<file path="config.mk">
export PLATFORM = sky130hd
export DESIGN_NAME = gph_ports
export DESIGN_NICKNAME = d
export VERILOG_FILES = /design/src/gph_pkg.sv /design/src/gph_sync.sv /design/src/gph_pin_cell.sv /design/src/gph_ports.sv
export SDC_FILE = /design/constraint.sdc
export NUM_CORES = 1
export LEC_CHECK = 0
export BUFFER_PORTS_ARGS = -buffer_cell sky130_fd_sc_hd__clkbuf_2
export CORE_ASPECT_RATIO = 2
export CORE_MARGIN = 3
export CORE_UTILIZATION = 39
export CTS_BUF_LIST = sky130_fd_sc_hd__clkbuf_2
export CTS_CLUSTER_DIAMETER = 30
export DETAILED_ROUTE_END_ITERATION = 6
export PLACE_DENSITY = 0.76
export SLEW_MARGIN = 5
export SYNTH_ARGS = -nofsm -noshare
export SYNTH_HDL_FRONTEND = slang
export SYNTH_SLANG_ARGS = --single-unit
</file>
<file path="constraint.sdc">
create_clock -name mclk -period 1.8 [get_ports mclk]
set_input_delay 0.36 -clock mclk [delete_from_list [all_inputs] [get_ports mclk]]
set_output_delay 0.36 -clock mclk [all_outputs]
set_load 0.02 [all_outputs]
</file>
<file path="src/gph_pkg.sv">
// Purpose: Shared constants for the port data register block
// Assumes: APB slave with 32-bit data, one word per register
// Notes: Printed offsets are register indices; byte address is four times the index

package gph_pkg;

  // ****************************************
  // Register indices and byte addresses
  // ****************************************
  localparam logic [31:0] IDX_THREE_PIN = 32'hFFFF1270;
  localparam logic [31:0] IDX_TWO_PIN = 32'hFFFF1282;
  localparam logic [31:0] IDX_INPUT_ONLY = 32'hFFFF1290;
  localparam logic [31:0] ADDR_THREE_PIN = {IDX_THREE_PIN[29:0], 2'b00};
  localparam logic [31:0] ADDR_TWO_PIN = {IDX_TWO_PIN[29:0], 2'b00};
  localparam logic [31:0] ADDR_INPUT_ONLY = {IDX_INPUT_ONLY[29:0], 2'b00};

  // ****************************************
  // Field layout
  // ****************************************
  localparam int THREE_PIN_COUNT = 3;
  localparam int TWO_PIN_COUNT = 2;
  localparam int INPUT_PIN_COUNT = 8;
  localparam int THREE_PIN_LSB = 13;
  localparam int THREE_PIN_WIDTH = 16;
  localparam int TWO_PIN_LSB = 0;
  localparam int TWO_PIN_WIDTH = 8;
  localparam int INPUT_WIDTH = 8;

  // ****************************************
  // Reset values and fixed read levels
  // ****************************************
  localparam logic [2:0] RESET_THREE_PIN = 3'h0;
  localparam logic [1:0] RESET_TWO_PIN = 2'h0;
  localparam logic UNDEFINED_READ = 1'b0;
  localparam logic ADC_SAMPLE_READ = 1'b1;

endpackage : gph_pkg

</file>
<file path="src/gph_sync.sv">
// Purpose: Two-flop synchroniser for a group of pin inputs
// Assumes: Inputs are asynchronous to mclk
// Notes: First stage is read only by the second stage
`timescale 1ns/1ps

module gph_sync #(
  parameter int WIDTH = 1
) (
  // Clock and control
  input wire logic mclk,
  input wire logic ce,
  // Data
  input wire logic [WIDTH-1:0] async_in,
  output logic [WIDTH-1:0] sync_out
);

  logic [WIDTH-1:0] stage1;
  logic [WIDTH-1:0] next_stage1;
  logic [WIDTH-1:0] next_sync_out;

  // ****************************************
  // Synchroniser stages
  // ****************************************
  always_comb begin
    next_stage1 = stage1;
    next_sync_out = sync_out;
    if (ce) begin
      next_stage1 = async_in;
      next_sync_out = stage1;
    end
  end

  always_ff @(posedge mclk) begin
    stage1 <= next_stage1;
    sync_out <= next_sync_out;
  end

endmodule : gph_sync

</file>
<file path="src/gph_pin_cell.sv">
// Purpose: Read value and drive decision for one bidirectional pin
// Assumes: Direction and function selection come from logic on mclk
// Notes: Purely combinational
`timescale 1ns/1ps

module gph_pin_cell (
  // Configuration
  input wire logic direction,
  input wire logic func_general,
  // Data
  input wire logic stored,
  input wire logic pin_level,
  output logic read_bit,
  output logic drive_en
);

  // ****************************************
  // Read select and drive enable
  // ****************************************
  always_comb begin
    read_bit = stored;
    drive_en = 1'b0;
    if (direction) begin
      read_bit = stored;
      drive_en = func_general;
    end else if (func_general) begin
      read_bit = pin_level;
    end else begin
      read_bit = gph_pkg::UNDEFINED_READ;
    end
  end

endmodule : gph_pin_cell

</file>
<file path="src/gph_ports.sv">
// Purpose: Data registers of a three-pin port, a two-pin port and an input-only port
// Assumes: APB4 slave on mclk, resetn is the external power-on reset
// Notes: Direction, function select and converter sampling come from neighbouring logic
`timescale 1ns/1ps

// Overview of operation
// - Three-pin register is 16 bits; bits 15..13 data, rest read zero.
// - General output pin drives stored bit; read returns stored bit.
// - General input pin reads live level; write only updates storage.
// - Direction 0, non-general function: read undefined, write only stores.
// - Direction 1, non-general function: read stored bit, write does not drive.
// - Bidirectional data clear only on power-on reset, kept otherwise.
// - Two-pin register is 8 bits; bits 1..0 data, rest read zero.
// - Two-pin register at its fixed address, byte access, resets to zero.
// - Input-only register is 8 bits read-only, one bit per pin.
// - Writes to the input-only register are discarded.
// - Input-only reads return current pin levels, not latched values.
// - Pin under converter sampling reads as one.
// - Input-only register has no reset value, reflects pins not under converter sampling.
module gph_ports (
  // Clock, reset, enable
  input wire logic mclk,
  input wire logic resetn,
  input wire logic ce,
  // APB slave
  input wire logic psel,
  input wire logic penable,
  input wire logic pwrite,
  input wire logic [31:0] paddr,
  input wire logic [31:0] pwdata,
  input wire logic [3:0] pstrb,
  output logic [31:0] prdata,
  output logic pready,
  output logic pslverr,
  // Three-pin port
  input wire logic [2:0] three_pin_in,
  input wire logic [2:0] three_pin_port_direction,
  input wire logic [2:0] three_pin_func_general,
  output logic [2:0] three_pin_out,
  output logic [2:0] three_pin_oe,
  // Two-pin port
  input wire logic [1:0] two_pin_in,
  input wire logic [1:0] two_pin_port_direction,
  input wire logic [1:0] two_pin_func_general,
  output logic [1:0] two_pin_out,
  output logic [1:0] two_pin_oe,
  // Input-only port
  input wire logic [7:0] input_pin_in,
  input wire logic [7:0] analog_input_function
);

  // ****************************************
  // Declarations
  // ****************************************
  logic [2:0] port_three_pin_data_high;
  logic [2:0] next_port_three_pin_data_high;
  logic [1:0] port_two_pin_data;
  logic [1:0] next_port_two_pin_data;
  logic [2:0] next_three_pin_out;
  logic [2:0] next_three_pin_oe;
  logic [1:0] next_two_pin_out;
  logic [1:0] next_two_pin_oe;
  logic [31:0] next_prdata;
  logic next_pready;
  logic next_pslverr;
  logic [2:0] three_sync;
  logic [1:0] two_sync;
  logic [7:0] input_sync;
  logic [2:0] three_read;
  logic [2:0] three_drive;
  logic [1:0] two_read;
  logic [1:0] two_drive;
  logic [7:0] port_input_only_data;
  logic [15:0] three_word;
  logic [7:0] two_word;
  logic sel_three;
  logic sel_two;
  logic sel_input;
  logic sel_any;
  logic setup_phase;
  logic write_commit;

  // ****************************************
  // Pin synchronisers
  // ****************************************
  gph_sync #(
    .WIDTH(gph_pkg::THREE_PIN_COUNT)
  ) u_sync_three (
    .mclk(mclk),
    .ce(ce),
    .async_in(three_pin_in),
    .sync_out(three_sync)
  );

  gph_sync #(
    .WIDTH(gph_pkg::TWO_PIN_COUNT)
  ) u_sync_two (
    .mclk(mclk),
    .ce(ce),
    .async_in(two_pin_in),
    .sync_out(two_sync)
  );

  gph_sync #(
    .WIDTH(gph_pkg::INPUT_PIN_COUNT)
  ) u_sync_input (
    .mclk(mclk),
    .ce(ce),
    .async_in(input_pin_in),
    .sync_out(input_sync)
  );

  // ****************************************
  // Bidirectional pin cells
  // ****************************************
  for (genvar gi = 0; gi < gph_pkg::THREE_PIN_COUNT; gi++) begin : g_three
    gph_pin_cell u_cell (
      .direction(three_pin_port_direction[gi]),
      .func_general(three_pin_func_general[gi]),
      .stored(port_three_pin_data_high[gi]),
      .pin_level(three_sync[gi]),
      .read_bit(three_read[gi]),
      .drive_en(three_drive[gi])
    );
  end

  for (genvar hi = 0; hi < gph_pkg::TWO_PIN_COUNT; hi++) begin : g_two
    gph_pin_cell u_cell (
      .direction(two_pin_port_direction[hi]),
      .func_general(two_pin_func_general[hi]),
      .stored(port_two_pin_data[hi]),
      .pin_level(two_sync[hi]),
      .read_bit(two_read[hi]),
      .drive_en(two_drive[hi])
    );
  end

  // ****************************************
  // Input-only port view
  // ****************************************
  always_comb begin
    port_input_only_data = input_sync;
    for (int k = 0; k < gph_pkg::INPUT_PIN_COUNT; k++) begin
      if (analog_input_function[k]) begin
        port_input_only_data[k] = gph_pkg::ADC_SAMPLE_READ;
      end
    end
  end

  // ****************************************
  // Read words
  // ****************************************
  always_comb begin
    three_word = '0;
    three_word[gph_pkg::THREE_PIN_LSB +: gph_pkg::THREE_PIN_COUNT] = three_read;
    two_word = '0;
    two_word[gph_pkg::TWO_PIN_LSB +: gph_pkg::TWO_PIN_COUNT] = two_read;
  end

  // ****************************************
  // Address decode
  // ****************************************
  always_comb begin
    sel_three = 1'b0;
    sel_two = 1'b0;
    sel_input = 1'b0;
    if (paddr == gph_pkg::ADDR_THREE_PIN) begin
      sel_three = 1'b1;
    end else if (paddr == gph_pkg::ADDR_TWO_PIN) begin
      sel_two = 1'b1;
    end else if (paddr == gph_pkg::ADDR_INPUT_ONLY) begin
      sel_input = 1'b1;
    end
  end

  assign sel_any = sel_three | sel_two | sel_input;
  assign setup_phase = psel & ~penable & ~pready;
  assign write_commit = psel & penable & pready & pwrite & sel_any;

  // ****************************************
  // APB response
  // ****************************************
  always_comb begin
    next_pready = 1'b0;
    next_pslverr = 1'b0;
    next_prdata = prdata;
    if (ce) begin
      next_pready = setup_phase;
      next_pslverr = setup_phase & ~sel_any;
      if (setup_phase) begin
        next_prdata = '0;
        if (!pwrite) begin
          if (sel_three) begin
            next_prdata[gph_pkg::THREE_PIN_WIDTH-1:0] = three_word;
          end else if (sel_two) begin
            next_prdata[gph_pkg::TWO_PIN_WIDTH-1:0] = two_word;
          end else if (sel_input) begin
            next_prdata[gph_pkg::INPUT_WIDTH-1:0] = port_input_only_data;
          end
        end
      end
    end else begin
      next_pready = pready;
      next_pslverr = pslverr;
    end
  end

  always_ff @(posedge mclk) begin
    if (!resetn) begin
      prdata <= '0;
      pready <= 1'b0;
      pslverr <= 1'b0;
    end else begin
      prdata <= next_prdata;
      pready <= next_pready;
      pslverr <= next_pslverr;
    end
  end

  // ****************************************
  // Stored data registers
  // ****************************************
  always_comb begin
    next_port_three_pin_data_high = port_three_pin_data_high;
    next_port_two_pin_data = port_two_pin_data;
    if (ce && write_commit) begin
      if (sel_three && pstrb[1]) begin
        next_port_three_pin_data_high =
          pwdata[gph_pkg::THREE_PIN_LSB +: gph_pkg::THREE_PIN_COUNT];
      end else if (sel_two && pstrb[0]) begin
        next_port_two_pin_data =
          pwdata[gph_pkg::TWO_PIN_LSB +: gph_pkg::TWO_PIN_COUNT];
      end
      // Input-only writes fall through with no effect
    end
  end

  always_ff @(posedge mclk) begin
    if (!resetn) begin
      port_three_pin_data_high <= gph_pkg::RESET_THREE_PIN;
      port_two_pin_data <= gph_pkg::RESET_TWO_PIN;
    end else begin
      port_three_pin_data_high <= next_port_three_pin_data_high;
      port_two_pin_data <= next_port_two_pin_data;
    end
  end

  // ****************************************
  // Pin drive outputs
  // ****************************************
  always_comb begin
    next_three_pin_out = three_pin_out;
    next_three_pin_oe = three_pin_oe;
    next_two_pin_out = two_pin_out;
    next_two_pin_oe = two_pin_oe;
    if (ce) begin
      next_three_pin_out = next_port_three_pin_data_high;
      next_three_pin_oe = three_drive;
      next_two_pin_out = next_port_two_pin_data;
      next_two_pin_oe = two_drive;
    end
  end

  always_ff @(posedge mclk) begin
    if (!resetn) begin
      three_pin_out <= '0;
      three_pin_oe <= '0;
      two_pin_out <= '0;
      two_pin_oe <= '0;
    end else begin
      three_pin_out <= next_three_pin_out;
      three_pin_oe <= next_three_pin_oe;
      two_pin_out <= next_two_pin_out;
      two_pin_oe <= next_two_pin_oe;
    end
  end

endmodule : gph_ports

</file>
==> results of run 1 <==
==> repair_timing <==
item,in CTS,in global routing
setup buffers,0,1
endpoints found under the setup margin,0,1
resized for setup,0,3
==> power groups by stage <==
stage          registers [mW]  clock network [mW]  logic [mW]
2_1_floorplan            1.40                   0       0.136
3_3_place_gp             1.39                   0       0.257
3_5_place_dp             1.39                   0       0.262
4_1_cts                  1.37               0.474       0.264
5_1_grt                  1.37               0.526       0.287
6_report                 1.37               0.450       0.262
==> critical path, stage by stage, from the launching register on <==
cell      delay (ns)
dfxtp_2         0.40
and4bb_1        0.27
and4b_1         0.23
nand4_1         0.14
or4_4           0.50
a21oi_2         0.13
==> sequential cells by signal (all words and copies together), names as in the netlist, 3 cells and up <==
register / count
prdata: 11
u_sync_input.stage1: 8
u_sync_input.sync_out: 8
port_three_pin_data_high: 3
three_pin_oe: 3
three_pin_out: 3
u_sync_three.stage1: 3
u_sync_three.sync_out: 3
==> worst max-delay path by stage <==
stage,to,depth (start not counted),slack (ns),from
2_1_floorplan,three_pin_out[0],5,0.04,paddr[4]
3_3_place_gp,three_pin_out[1],6,-0.17,paddr[4]
3_5_place_dp,three_pin_out[1],6,-0.21,paddr[4]
4_1_cts,prdata[0],5,0.03,pready
5_1_grt,prdata[0],5,0.03,pready
6_report,prdata[0],5,0.09,pready
==> logic make-up (layout without fill, tap and decap cells) <==
| logic type | Yosys count | in the layout | synth area share (%) |
|---|---|---|---|
| AO/OA/AOI/OAI | 36 | 36 | 8.58 |
| XOR/XNOR | 1 | 1 | 0.380 |
| buffers and inverters | 25 | 122 | 7.50 |
| flip-flops | 54 | 54 | 58.2 |
| multiplexers | 5 | 5 | 2.17 |
| other | 1 | 21 | 0.163 |
| AND/OR/NAND/NOR | 90 | 90 | 23.0 |
==> cell type report <==
class	count	area, µm²	share of cell area (%)
flip-flops and latches	54	1340	45.7
multi-input cells	153	872	29.7
repair buffers	113	603	20.5
well taps	61	76.3	2.60
clock buffers	5	25.0	0.851
clock inverters	3	16.3	0.553
inverters	1	3.75	0.128
==> metal layers <==
layer	GRT usage [%]	routed length, µm
met1	15.5	1820
met2	27.5	2860
met3	2.82	390
met4	7.25	127
met5	0	0
==> cells in the final DEF, fill, tap and decap left out, types with 2 or more instances in the layout <==
master,synthesis,final
a21oi_1,18,17
a2bb2oi_1,4,4
buf_4,21,15
clkbuf_2,0,103
clkinv_1,1,2
conb_1,1,21
dfxtp_1,28,27
edfxtp_1,26,26
mux2i_1,5,5
nand2_1,15,15
nand2b_1,8,8
nand3_1,8,8
nand4_1,8,8
nand4b_1,2,2
nor2_1,28,28
nor2b_1,2,2
nor3_1,2,2
nor4_4,2,2
o21ai_0,13,13
or3_1,3,3
==> per-stage QoR <==
stage / hold slack, ns / std cells / TNS (ns) / total power, mW
floorplan: 0.400 / 232 / 0 / 1.54
global route: 0.0222 / 390 / 0 / 2.19
finish: 0.0913 / 390 / 0 / 2.08
global placement: 0.400 / 381 / -1.46 / 1.65
CTS: 0.0559 / 389 / 0 / 2.11
detailed placement: 0.405 / 381 / -2.12 / 1.66
==> impl_metrics.toml, run 1 <==
[min_path]
hold_class = "in2reg"
whs_path_depth = 1
holdPathEnd = "u_sync_input.stage1[2]"
hp-start = "input_pin_in[2]"

[synthesis]
async_flop_share_pct = 0
synth_common_cells = "dfxtp_1, nor2_1, edfxtp_1, buf_4, a21oi_1"
ys.flop_type = "dfxtp_1"
synth_top_area_share_pct = 33.9
yosysTopAreaCell = "edfxtp_1"
ys_warn_count = 0
synth_area_leaders = "edfxtp_1, dfxtp_1, buf_4"
syn_avg_cell_area_um2 = 10.9
synth.distinct_cells = 35
synth_edf_count = 26
syn_inst = 212
yosysSeqAreaShare_pct = 58.2
synth.cell_area_mm2 = 0.00230
synth-seq-cells = 54

[place]
placed_cell_area_mm2 = 0.00288
dp_hpwl_um = 4190
portBuffers = 98
gp_congestion = 0.885
post-place-ws_ns = -0.211

[power_and_ir_drop]
p_int_mw = 1.55
powerDensity_mw_per_mm2 = 707
power_frac_comb_pct = 12.6
power_frac_seq_pct = 65.8
swShare_pct = 25.5
irDropWorstVdd_v = 0.000486
clock_power_share_pct = 21.6
switchingPower_mw = 0.530
cellLeakagePower_nw = 1.31

[outcome]
status = "complete, no violations"

[drt]
post_drt_wl_per_cell_um = 13.3
postRouteAntennaNets = 0
drt-vias-per-instance = 4.83
dr.pass1.iters = 4
drtIter0Drc = 57
num_vias = 1882
drt-total-wl_um = 5190
drcViolationCount = 0

[critical_path]
arrival_ns = 2.10
startpoint_type = "flop"
crit_type = "reg2reg"
cp_max_fo = 5
rr_startpoint = "pready"
end_kind = "flop"
reg2reg_to = "prdata[0]"
cp.required_ns = 2.19
reg2reg_slack_ns = 0.09
r2r_cells = 5

[cells_and_area]
antenna_cells = 0
drive_above_1_share_pct = 39.2
fin_nets = 433
syn_to_final_growth_pct = 27.6
stdcell_area_mm2 = 0.00294
fillers = 562
post-route-util_pct = 51.5

[timing]
setup_violations = 0
hold_viol_final = 0
period_share_pct = 95.2
finClkSkew_ns = 0.0273
worst_slack_ns = 0.0870
fmax_mhz = 584
min_period_ns = 1.71
rsz0062_at_grt = "false"
slew_violations = 0

[floorplanning]
start_util_pct = 40.3
die_w_um = 60.3
dieArea_mm2 = 0.00692
die_y_um = 115
ios = 149
core_mm2 = 0.00571
core.rowCount = 39

[grt]
grt_max_degree = 49
grt_first_pass_wirelength_um = 7750
antenna_found_initial = 0
grt_util_all_layers_pct = 15.1
grt_pass1_vias = 1750
grt_overflow = 0

[cts]
cts_tree = "yes"
cts-buffers-inserted = 5
htreeDepth = 2
cts_sinks = 54
hold_buffers = 0
clock_latency_ns = 0.43
cts-root-buf = "clkbuf_2"
cts_buffer_depth = 2
clk_pin_slew_worst_paths_ns = 0.26

[job]
drv_cap = 0
No activity file was read; power rests on OpenSTA's default activity.
==> inputs of run 2 (changes only) <==
--- a/config.mk
+++ b/config.mk
@@ -8,11 +8,11 @@
 export BUFFER_PORTS_ARGS = -buffer_cell sky130_fd_sc_hd__clkbuf_2
 export CORE_ASPECT_RATIO = 2
 export CORE_MARGIN = 3
-export CORE_UTILIZATION = 39
+export CORE_UTILIZATION = 43
 export CTS_BUF_LIST = sky130_fd_sc_hd__clkbuf_2
 export CTS_CLUSTER_DIAMETER = 30
 export DETAILED_ROUTE_END_ITERATION = 6
-export PLACE_DENSITY = 0.76
+export PLACE_DENSITY = 0.79
 export SLEW_MARGIN = 5
 export SYNTH_ARGS = -nofsm -noshare
 export SYNTH_HDL_FRONTEND = slang
==> constraint.sdc (replaced) <==
create_clock -name mclk -period 1.9 [get_ports mclk]
set_input_delay 0.475 -clock mclk [delete_from_list [all_inputs] [get_ports mclk]]
set_output_delay 0.475 -clock mclk [all_outputs]
set_load 0.02 [all_outputs]
==> run 2 against run 1 <==
First-iteration DRC count fell by 7.0%. Wire length rose by 0.42%. Final cell count fell by 0.77%. Via count rose by 0.74%. Clock power rose by 34%. Utilization rose by 5.6 points. Critical path depth did not move. Largest power group unchanged. Final area rose by 0.64%. Fmax fell by 1.4%. Sequential share of layout area fell by 0.33 points.
==> impl_metrics.toml, run 2 (synthesis gave the netlist of run 1 again) <==
[outcome]
status = "complete, no violations"

[cells_and_area]
fillers = 481
reg_top3 = "prdata (11), u_sync_input.stage1 (8), u_sync_input.sync_out (8)"
largest_register_ffs = 11
drive_above_1_share_pct = 38.6
fin_nets = 433
antenna_cells = 0
stdcell_count = 387
max_flop_register = "prdata"
layout_commonest_cell = "clkbuf_2"
layout_common_cells = "clkbuf_2, nor2_1, dfxtp_1, edfxtp_1, conb_1"
syn_to_final_growth_pct = 28.4

[critical_path]
path_cells = "and4bb_1, and4b_1, nand4_1, or4_1, a21oi_1"
end_kind = "flop"
rr_startpoint = "pready"
critical-path-slowest-cell = "or4_1"
arrival_ns = 2.17
crit_path_start = "pready"
cp_max_fo = 5
crit_family = "simple AND/OR/NAND/NOR gates"
cp.required_ns = 2.33
startpoint_type = "flop"
crit_type = "reg2reg"
max_stage_delay_ns = 0.52
crit_buf_inv = 0

[grt]
grt_util_all_layers_pct = 17.3
grt_overflow = 0
grt_first_pass_wirelength_um = 8220
grt.busiest_layer = "met2"
grt_max_degree = 46
met3_usage_pct = 4.82
antenna_found_initial = 0
use_met1_pct = 18.3
grt_pass1_vias = 1852
grtUsageMet2_pct = 29.9

[timing]
hold_viol_final = 0
finClkSkew_ns = 0.0250
fmax_mhz = 575
setup_violations = 0
worst_slack_ns = 0.162
rsz0062_at_grt = "false"
period_share_pct = 91.5
min_period_ns = 1.74
slew_violations = 0

[cts]
cts_buffer_depth = 2
clock_latency_ns = 0.45
cts_sinks = 54
cts-root-buf = "clkbuf_2"
clk_pin_slew_worst_paths_ns = 0.28
htreeDepth = 2
cts_tree = "yes"
cts_post_setup_buffers_inserted = 0
cts-resized-gates = 0
cts-buffers-inserted = 5
hold_buffers = 0

[floorplanning]
die_w_um = 57.8
core.rowCount = 37
die_y_um = 110
core_mm2 = 0.00518
ios = 149
start_util_pct = 44.4
dieArea_mm2 = 0.00632

[drt]
post_drt_wl_per_cell_um = 13.5
drt-vias-per-instance = 4.90
drtIter0Drc = 53
num_vias = 1896
dr.pass1.iters = 4
drcViolationCount = 0
drt-total-wl_um = 5210
postRouteAntennaNets = 0

[power_and_ir_drop]
clock_power_share_pct = 28.1
p_int_mw = 1.61
irDropWorstVdd_v = 0.000769
swShare_pct = 24.8
powerDensity_mw_per_mm2 = 725
cellLeakagePower_nw = 1.32
switchingPower_mw = 0.531
power_frac_comb_pct = 11.5
power_frac_seq_pct = 60.4
report.power.total_mw = 2.14

[place]
portBuffers = 98
numPlacedInstances = 379
dp_hpwl_um = 4200
gp_congestion = 0.890
post-place-ws_ns = -0.208

[job]
drv_cap = 0

[min_path]
hp-start = "two_pin_in[1]"
hold_class = "in2reg"
## run 2: changes by cell type in the layout (fill, tap and decap cells not counted), sizes merged
cell      before  now
clkinv         3    2
clkinvlp       1    0
bufinv         0    1
inv            0    1
## run 2: worst paths after layout
kind                                            endpoint  cells after the start  slack [ns]
worst max register to register                 prdata[0]                      5        0.16
worst min register to register  u_sync_three.sync_out[1]                      0        0.45
worst max-delay path                           prdata[0]                      5        0.16
worst min-delay path                u_sync_two.stage1[1]                      1        0.16
## run 2: power groups by stage
stage,clock (mW),sequential [mW],combinational [mW]
after global routing,0.676,1.30,0.273
after detailed placement,0,1.32,0.246
after floorplan,0,1.33,0.129
after global placement,0,1.32,0.243
after CTS,0.630,1.30,0.248
final,0.603,1.30,0.246
## run 2: layout make-up
cell class	instances	area [µm²]	share of cell area [%]
Sequential cell	54	1340	45.3
Multi-Input combinational cell	153	865	29.2
Timing Repair Buffer	113	603	20.4
Tap cell	58	72.6	2.45
Clock inverter	3	47.5	1.61
Clock buffer	5	25.0	0.846
Inverter	1	3.75	0.127
## run 2: metal layers
metal	vias to the layer above	part of all wire, %
met1	850	36
met3	15	7.8
met2	78	53
met4	0	3.9
met5	-	0
li1	953	-
## run 2: through the flow
step	utilization, %	setup TNS, ns	hold WS [ns]	area, µm²
after floorplan	-	0	0.400	2380
after global placement	55.6	-2.23	0.401	2890
after detailed placement	55.6	-2.78	0.405	2890
after CTS	57.0	0	0.119	2960
after global routing	57.0	0	0.0782	2960
final	57.0	0	0.161	2960
==> inputs of run 3 (changes only) <==
--- a/config.mk
+++ b/config.mk
@@ -5,7 +5,7 @@
 export SDC_FILE = /design/constraint.sdc
 export NUM_CORES = 1
 export LEC_CHECK = 0
-export BUFFER_PORTS_ARGS = -buffer_cell sky130_fd_sc_hd__clkbuf_2
+export BUFFER_PORTS_ARGS = -buffer_cell sky130_fd_sc_hd__buf_2
 export CORE_ASPECT_RATIO = 2
 export CORE_MARGIN = 3
 export CORE_UTILIZATION = 43
==> run 3 against run 2 <==
Utilization is 0.14 points lower. Global-route usage is 0.55 points lower. Worst hold slack better by 0.033 ns. Non-clock buffer count is 1 lower. Flip-flop and latch count stayed put. Die area stayed put. Wire length is 0.52% higher. Clock power hardly changed. Sequential power hardly changed. Critical path type unchanged. Largest cell class unchanged. Highest routed layer unchanged.
==> impl_metrics.toml, run 3 (synthesis gave the netlist of run 1 again) <==
[cells_and_area]
drive_above_1_share_pct = 38.4
largest_register_ffs = 11
syn_to_final_growth_pct = 28.1
multi_input_comb_area_um2 = 865
max_flop_register = "prdata"
reg_top3 = "prdata (11), u_sync_input.stage1 (8), u_sync_input.sync_out (8)"
layout_commonest_cell = "buf_2"
stdcell_area_mm2 = 0.00295
stdcell_count = 386
layout_common_cells = "buf_2, nor2_1, dfxtp_1, edfxtp_1, conb_1"
antenna_cells = 0
fillers = 492
seq_area_mm2 = 0.00134
fin_nets = 432

[critical_path]
cp.required_ns = 2.30
arrival_ns = 2.14
cp_max_fo = 5
crit_type = "reg2reg"
startpoint_type = "flop"
end_kind = "flop"

[timing]
min_period_ns = 1.74
setup_violations = 0
rsz0062_at_grt = "false"
finalSetupTns_ns = 0
hold_viol_final = 0
fmax_mhz = 576
finClkSkew_ns = 0.0186
worst_slack_ns = 0.162
slew_violations = 0
period_share_pct = 91.5

[power_and_ir_drop]
irDropWorstVdd_v = 0.000662
report.power.total_mw = 2.15
cellLeakagePower_nw = 1.32
powerDensity_mw_per_mm2 = 728

[place]
placed_cell_area_mm2 = 0.00288
gp_congestion = 0.882
dp_hpwl_um = 4220
post-place-ws_ns = -0.214
numPlacedInstances = 378
portBuffers = 98

[drt]
drt-total-wl_um = 5240
dr.pass1.iters = 4
drcViolationCount = 0
drt-vias-per-instance = 4.86
postRouteAntennaNets = 0
post_drt_wl_per_cell_um = 13.6
drtIter0Drc = 57
num_vias = 1876

[grt]
antenna_found_initial = 0
grtUsageMet2_pct = 30.7
grt_overflow = 0
grt_util_all_layers_pct = 16.8
grt_first_pass_wirelength_um = 8040
grt.busiest_layer = "met2"
grt_pass1_vias = 1788
use_met1_pct = 18.0
met3_usage_pct = 2.70
grt_max_degree = 48

[cts]
hold_buffers = 0
cts-root-buf = "clkbuf_2"
cts_post_setup_buffers_inserted = 0
clk_pin_slew_worst_paths_ns = 0.28
cts_tree = "yes"
cts_buffer_depth = 2
clock_latency_ns = 0.43
htreeDepth = 2
cts_sinks = 54
cts-buffers-inserted = 5
cts-resized-gates = 0

[floorplanning]
ios = 149
die_w_um = 57.8
dieArea_mm2 = 0.00632
die_y_um = 110
core.rowCount = 37
start_util_pct = 44.4
core_mm2 = 0.00518

[min_path]
hold_class = "in2reg"

[job]
drv_cap = 0

[outcome]
status = "complete, no violations"
[run 3: changes by cell type in the layout (fill, tap and decap cells not counted), sizes merged]
| cell | delta |
|---|---|
| inv | +1 |
| clkinv | -1 |
| buf | +97 |
| clkbuf | -98 |
[run 3: cell type report]
cell class | count | area share, %
inverters | 1 | 0.127
flip-flops and latches | 54 | 45.5
well taps | 58 | 2.46
clock buffers | 5 | 0.848
clock inverters | 3 | 1.61
multi-input cells | 153 | 29.3
repair buffers | 112 | 20.2
[run 3: worst paths after layout]
kind / from / endpoint / slack [ns] / depth (start not counted)
min reg2reg: u_sync_input.stage1[0] / u_sync_input.sync_out[0] / 0.46 / 0
min: input_pin_in[5] / u_sync_input.stage1[5] / 0.19 / 1
max reg2reg: pready / prdata[0] / 0.16 / 5
max: pready / prdata[0] / 0.16 / 5
[run 3: critical path: stages (launching register included)]
cell and delay, ns:
dfxtp_1 0.40, and4bb_1 0.29, and4b_1 0.23, nand4_1 0.14, or4_1 0.52, a21oi_1 0.14
[run 3: stage by stage]
| step | utilization [%] | hold WS, ns |
|---|---|---|
| floorplan | - | 0.400 |
| global placement | 55.5 | 0.401 |
| detailed placement | 55.5 | 0.405 |
| CTS | 56.9 | 0.160 |
| global route | 56.9 | 0.136 |
| finish | 56.9 | 0.194 |
[run 3: layer usage]
metal / vias up / part of all wire, %
li1: 948 / -
met1: 833 / 35
met2: 82 / 54
met3: 13 / 8.0
met4: 0 / 3.3
met5: - / 0
[run 3: report_power, final]
group          internal (mW)  switching, mW
registers               1.28         0.0151
clock network          0.233          0.372
logic                  0.104          0.144
total                   1.62          0.531
